**src/rtl/mis_pkg.sv**
```systemverilog
// Function
// - Watchdog clear zeroes counter, clears sleep, timeout
// - Paired preclears zero counter and clear flags
// - Lone preclear only records itself
// - Complement memory byte in place, zero flag
// - Complement to work register, zero flag
// - Decimal adjust low nibble, nibble carry
// - Decimal adjust high nibble, sets carry
// - Decrement to memory or work, zero flag
// - Increment to memory or work, zero flag
// - Halt stops execution after pc advance
// - Halt clears watchdog, sets sleep, clears timeout
// - Jump loads pc from instruction, no flags
// - Moves copy immediate or memory, no flags
// - Idle only advances pc
// - OR into work register, zero flag
// - OR written back to memory, zero flag
// - Subroutine exit pops pc, two cycles
// - Exit with literal pops pc, loads work
// - Interrupt exit pops pc, sets irq enable
// - Rotate left in place, no flags
// - Call pushes next address, loads target
// - Low pc byte write adds one cycle
package mis_pkg;
  // Instruction and data widths
  localparam int MIS_IW = 14;
  localparam int MIS_PW = 11;
  localparam int MIS_AW = 7;
  // Opcode field in bits 13:8 (operand in 7:0, address in 10:0 for jumps)
  localparam logic [5:0] OP_IDLE  = 6'h00;
  localparam logic [5:0] OP_WCLR  = 6'h01;
  localparam logic [5:0] OP_WPA   = 6'h02;
  localparam logic [5:0] OP_WPB   = 6'h03;
  localparam logic [5:0] OP_CPL   = 6'h04;
  localparam logic [5:0] OP_COMPLEMENT_TO_WORK  = 6'h05;
  localparam logic [5:0] OP_DAA   = 6'h06;
  localparam logic [5:0] OP_DEC   = 6'h07;
  localparam logic [5:0] OP_MINUS_ONE_TO_WORK  = 6'h08;
  localparam logic [5:0] OP_INC   = 6'h09;
  localparam logic [5:0] OP_PLUS_ONE_TO_WORK  = 6'h0a;
  localparam logic [5:0] OP_HALT  = 6'h0b;
  localparam logic [5:0] OP_MOVAM = 6'h0c;
  localparam logic [5:0] OP_MOVAX = 6'h0d;
  localparam logic [5:0] OP_MOVMA = 6'h0e;
  localparam logic [5:0] OP_ORAM  = 6'h0f;
  localparam logic [5:0] OP_ORAX  = 6'h10;
  localparam logic [5:0] OP_ORM   = 6'h11;
  localparam logic [5:0] OP_RET   = 6'h12;
  localparam logic [5:0] OP_RETX  = 6'h13;
  localparam logic [5:0] OP_INTERRUPT_EXIT  = 6'h14;
  localparam logic [5:0] OP_ROL   = 6'h15;
  localparam logic [2:0] OP_GOTO  = 3'h4; // bits 13:11, address in 10:0
  localparam logic [2:0] OP_CALL  = 3'h5;
  // Data address of the low pc byte register
  localparam logic [6:0] PCL_ADDR = 7'h02;
  // Reset values and decimal constants
  localparam logic [10:0] PC_RST  = 11'h000;
  localparam logic [7:0]  WDT_RST = 8'h00;
  localparam logic [4:0]  BCD_MAX = 5'h09;
  localparam logic [4:0]  BCD_ADJ = 5'h06;
  // Last clock of the instruction cycle, four clocks each
  localparam logic [1:0]  CYC_LAST = 2'h3;

  typedef enum logic [1:0] {
    MIS_RUN   = 2'b00,
    MIS_EXTRA = 2'b01,
    MIS_HALT  = 2'b10
  } mis_phase_type;

  // Status flags
  typedef struct packed {
    logic timeout_flag;
    logic sleep_flag;
    logic zero;
    logic carry;
    logic half_carry_flag;
  } mis_flags_type;

  // Data memory request
  typedef struct packed {
    logic       we;
    logic [6:0] addr;
    logic [7:0] wdata;
  } mis_mem_type;

  // Stack request
  typedef struct packed {
    logic        push;
    logic        pop;
    logic [10:0] data;
  } mis_stk_type;

  // Core state, all but the wake synchroniser
  typedef struct packed {
    mis_phase_type phase;
    logic [1:0]    sub;
    logic [10:0]   pc;
    logic [7:0]    work;
    mis_flags_type flags;
    logic          master_irq_enable;
    logic          pre_a;
    logic          pre_b;
    logic          wdt_clear;
    logic          retire;
  } mis_state_type;
endpackage : mis_pkg

```
**src/rtl/mis_core.sv**
```systemverilog
`timescale 1ns/10ps
module mis_core
  import mis_pkg::*;
(
  // Clock and reset
  input  wire logic             clk_sys,
  input  wire logic             sys_rst,
  // Program memory
  output logic [10:0]           pc,
  input  wire logic [13:0]      instr,
  // Data memory, read is combinational on addr
  output mis_mem_type           mem,
  input  wire logic [7:0]       mem_rdata,
  // Hardware stack
  output mis_stk_type           stk,
  input  wire logic [10:0]      stk_top,
  // Watchdog side and observed state
  output logic                  watchdog_clear,
  output logic                  halted,
  output logic                  retire,
  output mis_flags_type         flags,
  output logic [7:0]            work,
  output logic                  master_irq_enable,
  input  wire logic             wake
);
  // Wake is asynchronous; two stages first
  logic [1:0] wake_sync;
  always_ff @(posedge clk_sys or posedge sys_rst) begin
    if (sys_rst) begin
      wake_sync <= 2'b00;
    end else begin
      wake_sync <= {wake_sync[0], wake};
    end
  end

  mis_state_type st;
  mis_state_type next_st;
  logic [5:0]    opc;       // Opcode field
  logic [7:0]    opd;       // Operand byte
  logic [7:0]    res;       // Result byte
  logic [4:0]    lo_sum;    // Adjusted low nibble
  logic [4:0]    hi_sum;    // Adjusted high nibble
  logic          nib_c;     // internal_nibble_carry
  logic          issue;     // Execute slot of instruction cycle

  assign opc   = instr[13:8];
  assign opd   = instr[7:0];
  assign issue = (st.phase == MIS_RUN) && (st.sub == CYC_LAST);

  ////////////////////////////////////////////////////////////////////
  // Execute: one instruction each four clocks
  always_comb begin
    next_st           = st;
    next_st.sub       = st.sub + 2'h1;
    next_st.wdt_clear = 1'b0;
    next_st.retire    = 1'b0;
    mem               = '{we: 1'b0, addr: opd[6:0], wdata: 8'h00};
    stk               = '{push: 1'b0, pop: 1'b0, data: 11'h000};
    res               = 8'h00;
    nib_c             = 1'b0;
    lo_sum            = {1'b0, st.work[3:0]};
    hi_sum            = {1'b0, st.work[7:4]};
    if (st.phase == MIS_HALT) begin
      next_st.sub = 2'h0;
      // Leave halt only on a synchronised wake
      if (wake_sync[1]) begin
        next_st.phase = MIS_RUN;
      end
    end else if (st.phase == MIS_EXTRA) begin
      // Dummy cycle after a return or a low pc byte write
      if (st.sub == CYC_LAST) begin
        next_st.phase = MIS_RUN;
      end
    end else if (issue) begin
      next_st.retire = 1'b1;
      next_st.pc     = st.pc + 11'h001;
      if (instr[13:11] == OP_GOTO) begin
        next_st.pc = instr[10:0];
      end else if (instr[13:11] == OP_CALL) begin
        stk        = '{push: 1'b1, pop: 1'b0, data: st.pc + 11'h001};
        next_st.pc = instr[10:0];
      end else begin
        unique case (opc)
          OP_WCLR: begin
            next_st.wdt_clear          = 1'b1;
            next_st.flags.sleep_flag   = 1'b0;
            next_st.flags.timeout_flag = 1'b0;
            next_st.pre_a              = 1'b0;
            next_st.pre_b              = 1'b0;
          end
          OP_WPA, OP_WPB: begin
            // Pair complete when the other one already ran
            if ((opc == OP_WPA) ? st.pre_b : st.pre_a) begin
              next_st.wdt_clear          = 1'b1;
              next_st.flags.sleep_flag   = 1'b0;
              next_st.flags.timeout_flag = 1'b0;
              next_st.pre_a              = 1'b0;
              next_st.pre_b              = 1'b0;
            end else if (opc == OP_WPA) begin
              next_st.pre_a = 1'b1;
            end else begin
              next_st.pre_b = 1'b1;
            end
          end
          OP_CPL, OP_COMPLEMENT_TO_WORK: begin
            res                = ~mem_rdata;
            next_st.flags.zero = (res == 8'h00);
            if (opc == OP_CPL) begin
              mem.we    = 1'b1;
              mem.wdata = res;
            end else begin
              next_st.work = res;
            end
          end
          OP_DAA: begin
            if ((lo_sum > BCD_MAX) || st.flags.half_carry_flag) begin
              lo_sum = lo_sum + BCD_ADJ;
              nib_c  = ~st.flags.half_carry_flag;
            end
            hi_sum = hi_sum + {4'h0, nib_c};
            if ((hi_sum > BCD_MAX) || st.flags.carry) begin
              hi_sum              = hi_sum + BCD_ADJ;
              next_st.flags.carry = 1'b1;
            end
            mem.we    = 1'b1;
            mem.wdata = {hi_sum[3:0], lo_sum[3:0]};
          end
          OP_DEC, OP_MINUS_ONE_TO_WORK, OP_INC, OP_PLUS_ONE_TO_WORK: begin
            res = ((opc == OP_DEC) || (opc == OP_MINUS_ONE_TO_WORK)) ? (mem_rdata - 8'h01)
                                                        : (mem_rdata + 8'h01);
            next_st.flags.zero = (res == 8'h00);
            if ((opc == OP_DEC) || (opc == OP_INC)) begin
              mem.we    = 1'b1;
              mem.wdata = res;
            end else begin
              next_st.work = res;
            end
          end
          OP_HALT: begin
            next_st.phase              = MIS_HALT;
            next_st.wdt_clear          = 1'b1;
            next_st.flags.sleep_flag   = 1'b1;
            next_st.flags.timeout_flag = 1'b0;
          end
          OP_MOVAM: next_st.work = mem_rdata;
          OP_MOVAX: next_st.work = opd;
          OP_MOVMA: begin
            mem.we    = 1'b1;
            mem.wdata = st.work;
          end
          OP_ORAM, OP_ORAX, OP_ORM: begin
            res                = st.work | ((opc == OP_ORAX) ? opd : mem_rdata);
            next_st.flags.zero = (res == 8'h00);
            if (opc == OP_ORM) begin
              mem.we    = 1'b1;
              mem.wdata = res;
            end else begin
              next_st.work = res;
            end
          end
          OP_RET, OP_RETX, OP_INTERRUPT_EXIT: begin
            stk.pop       = 1'b1;
            next_st.pc    = stk_top;
            next_st.phase = MIS_EXTRA;
            if (opc == OP_RETX) begin
              next_st.work = opd;
            end
            if (opc == OP_INTERRUPT_EXIT) begin
              next_st.master_irq_enable = 1'b1;
            end
          end
          OP_ROL: begin
            mem.we    = 1'b1;
            mem.wdata = {mem_rdata[6:0], mem_rdata[7]};
          end
          default: begin
            // Idle and unused codes only advance the pc
          end
        endcase
      end
      // A write to the low pc byte redirects and costs a cycle
      if (mem.we && (mem.addr == PCL_ADDR)) begin
        next_st.pc    = {st.pc[10:8], mem.wdata};
        next_st.phase = MIS_EXTRA;
      end
    end
  end

  ////////////////////////////////////////////////////////////////////
  // State register
  always_ff @(posedge clk_sys or posedge sys_rst) begin
    if (sys_rst) begin
      st       <= '0;
      st.phase <= MIS_RUN;
      st.pc    <= PC_RST;
      st.work  <= WDT_RST;
    end else begin
      st <= next_st;
    end
  end

  // Outputs from state
  assign pc                = st.pc;
  assign watchdog_clear    = st.wdt_clear;
  assign halted            = (st.phase == MIS_HALT);
  assign retire            = st.retire;
  assign flags             = st.flags;
  assign work              = st.work;
  assign master_irq_enable = st.master_irq_enable;
endmodule : mis_core

```
**config.mk**
```make
export PLATFORM = sky130hd
export DESIGN_NAME = mis_core
export DESIGN_NICKNAME = d
export VERILOG_FILES = /design/src/rtl/mis_pkg.sv /design/src/rtl/mis_core.sv
export SDC_FILE = /design/constraint.sdc
export NUM_CORES = 1
export LEC_CHECK = 0
export BUFFER_PORTS_ARGS = -buffer_cell sky130_fd_sc_hd__buf_2
export CORE_MARGIN = 8
export CORE_UTILIZATION = 38
export DETAILED_ROUTE_END_ITERATION = 16
export GPL_ROUTABILITY_DRIVEN = 0
export SYNTH_ARGS = -nofsm -noshare
export SYNTH_HDL_FRONTEND = slang
export SYNTH_SLANG_ARGS = --single-unit
```
**constraint.sdc**
```tcl
create_clock -name clk_sys -period 2.5 [get_ports clk_sys]
set_clock_uncertainty 0.05 [all_clocks]
set_input_delay 0.25 -clock clk_sys [delete_from_list [all_inputs] [get_ports clk_sys]]
set_output_delay 0.25 -clock clk_sys [all_outputs]
set_load 0.02 [all_outputs]
```
==> results.toml <==
[status]
status = "complete, but fails checks"
violations = "hold timing, setup timing"

[timing]
rsz0062_at_grt = "yes"
final.hold.worst_slack_ns = -0.0007325
hold_viol_final = 4
fmax_ghz = 0.3557
worst_slew_pin_slew_ns = 0.8186
setup_slack_ns = -0.3113
finalSetupViolations = 10
setup-tns-final_ns = -1.463
drv_slew = 0
finalCritPeriodShare_pct = 112.5
period_minus_slack_ns = 2.811
relSlewSlack_pct = 44.85

[cts]
htree_levels = 2
cts_root_buf = "clkbuf_8"
cts-hold-fix-buffers = 0
insertion_delay_ns = 0.30
path_clk_slew_ns = 0.08
clock_sinks = 33
cts_tree = "done"
cts_buffers = 5
cts_buffer_depth = 2

[die]
die_w_um = 117.7
dieArea_um2 = 13860
coreArea_um2 = 10180
die_h_um = 117.7
start_util_pct = 38.61
pin_count = 93
rows = 37

[power_and_ir_drop]
p_leak_nw = 2.466
p_per_area_nw_per_um2 = 292.8
irDropWorstVdd_mv = 0.1641

[detailed_routing]
first_iter_violations = 676
dr.pass1.iters = 6
vias = 4546
drc = 0
routed_wl_um = 14760
wl_per_cell_um = 19.05
drt-vias-per-instance = 5.866
ant_nets = 0

[final_layout]
fillCellCount = 942
final_area_um2 = 5493
multi_input_area_um2 = 3059
antenna_cells = 0
finalNetCount = 692
register_area_um2 = 825.8
area_delta_synth_final_pct = 39.68
drive_gt1_share_pct = 42.41

[placed_design]
place_area_um2 = 4783
portBuffers = 90
hpwl_um = 10830

[logic_synthesis]
synth_edf_count = 0
synth_compound_area_share_pct = 26.82
yosysWarnings = 0
ys_seq_elements = 33
syn-instance-count = 504
ys_async_sr_fraction_pct = 100.0
syn_avg_cell_area_um2 = 7.803
synth.yosys.seq_area_share_pct = 21.00
synth_top_family_by_area = "compound AO/OA/AOI/OAI gates"
ys_types = 77
synth-main-ff-cell = "dfrtp_1"
syn_area_um2 = 3933
synth_fa_ha_area_share_pct = 5.918
synth_xor_area_share_pct = 4.868
synth-simple-area-share_pct = 25.29
synth.area.mux_share_pct = 4.613

[critical_path]
cp_max_fo = 3
startpoint_type = "input pin"
required_ns = 2.20
arrival_ns = 2.51
crit_type = "input pin to output pin"
endpoint_kind = "output pin"

[job]
drv_cap = 0

[grt]
grt_pass1_vias = 4439
grt_pass1_wl_um = 23150
grt_use_total_pct = 20.08
grt_max_degree = 34
grt-ovfl-total = 0
grt_antenna_before_repair = 0

[worst_hold_path]
holdCritPathClass = "input pin to async pin"
==> power by group <==
| part | switching, mW | internal (mW) |
|---|---|---|
| Sequential | 0.0129 | 0.543 |
| Combinational | 0.291 | 0.221 |
| Clock | 0.215 | 0.325 |
==> through the flow <==
step,setup slack [ns],util (%),std cells,power [mW]
after detailed placement,-0.3530,46.97,747,0.9959
final,-0.3113,53.93,775,1.608
after global placement,-0.3314,46.97,747,0.9893
after floorplan,-0.02986,-,505,0.8247
after CTS,-0.2720,51.34,763,1.575
after global routing,-0.4243,53.93,775,1.672
==> per-layer routing <==
layer	global-route usage, %	vias to the layer above	wire, um
met4	7.606	0	469
met2	33.62	235	7071
met3	4.077	51	1124
li1	-	2103	-
met5	0	-	0
met1	24.84	2157	6095
==> cell usage after synthesis (all sizes together) (3+ instances only) <==
cell type / n / area, um2
a21oi: 24 / 120.1
o22ai: 5 / 31.28
o21ai: 25 / 125.1
nand2b: 7 / 43.79
nor3b: 7 / 52.55
nand2: 46 / 175.2
nor3: 7 / 35.03
o32ai: 3 / 26.28
nor4: 6 / 52.55
a21o: 5 / 37.54
o31ai: 3 / 22.52
mux2: 9 / 101.4
nor4b: 3 / 53.80
nor2b: 12 / 75.07
and3: 8 / 50.05
xnor2: 8 / 77.58
a31oi: 8 / 56.30
o2111ai: 4 / 35.03
nand3: 13 / 65.06
nor2: 52 / 195.2
inv: 19 / 71.32
mux2i: 8 / 80.08
ha: 17 / 212.7
o21bai: 5 / 37.54
nand4: 7 / 43.79
o211ai: 8 / 60.06
a2111oi: 3 / 38.79
a211oi: 13 / 97.59
buf: 50 / 339.1
xor2: 13 / 113.9
or2: 3 / 18.77
o22a: 3 / 26.28
a222oi: 6 / 60.06
a22oi: 3 / 22.52
clkbuf: 10 / 37.54
and2: 7 / 43.80
a211o: 3 / 26.28
o221ai: 6 / 52.55
dfrtp: 33 / 825.8
==> registers in the layout (all words and copies together) (netlist names) <==
signal and cells:
pc 11, wake_sync 2, watchdog_clear 1, master_irq_enable 1
work 8, retire 1, flags 3, st 6
==> critical path, stage by stage <==
cell	delay (ns)
buf_6	0.10
and4b_1	0.22
o21ai_2	0.21
inv_2	0.10
fa_2	0.43
a211oi_4	0.24
o21bai_1	0.11
a21oi_2	0.20
xor2_2	0.23
nor2_2	0.08
o21ba_4	0.22
buf_6	0.12
==> cell usage in the layout (no fill, tap or decap), drive strengths merged, types with 9 or more instances in the layout <==
master,Yosys,layout
xor2,13,13
buf,50,186
a211oi,13,13
nand3,13,13
nor2b,12,12
a21oi,24,24
ha,17,17
nor2,52,52
nand2,46,46
mux2,9,9
o21ai,25,25
dfrtp,33,33
inv,19,19
==> final cells by class <==
class / count / share of cell area, %
clock buffer: 7 / 1.572
tap: 136 / 3.098
sequential: 33 / 15.03
inverter: 19 / 1.298
clock inverter: 1 / 0.5467
timing repair buffer: 186 / 22.76
multi-input combinational: 393 / 55.69
==> cell families after synthesis <==
logic type               count (synthesis)
AND/OR/NAND/NOR                        189
adder cells (fa/ha/maj)                 18
other                                    1
multiplexers                            17
flip-flops                              33
buffers and inverters                   79
AO/OA/AOI/OAI                          146
XOR/XNOR                                21
==> path summary, 6_finish.rpt <==
path / from / end / cells after the start / slack (ns)
min: sys_rst / master_irq_enable$_DFFE_PP0P_ / 3 / -0.0007
max reg2reg: work[1]$_DFFE_PP0P_ / pc[6]$_DFFE_PP0P_ / 12 / 0.15
min reg2reg: wake_sync[0]$_DFF_PP0_ / wake_sync[1]$_DFF_PP0_ / 0 / 0.31
max: instr[9] / mem[6] / 12 / -0.31
max in group asynchronous: sys_rst / work[4]$_DFFE_PP0P_ / 3 / 2.06
min in group clk_sys: wake / wake_sync[0]$_DFF_PP0_ / 1 / 0.02
==> timing repair <==
item / in CTS / in global routing
resized for setup: 49 / 39
pin swaps: 24 / 31
endpoints found under the setup margin: 25 / 29
gates cloned: 0 / 0
buffers inserted: 8 / 17
(Power assumes the default switching activity.)
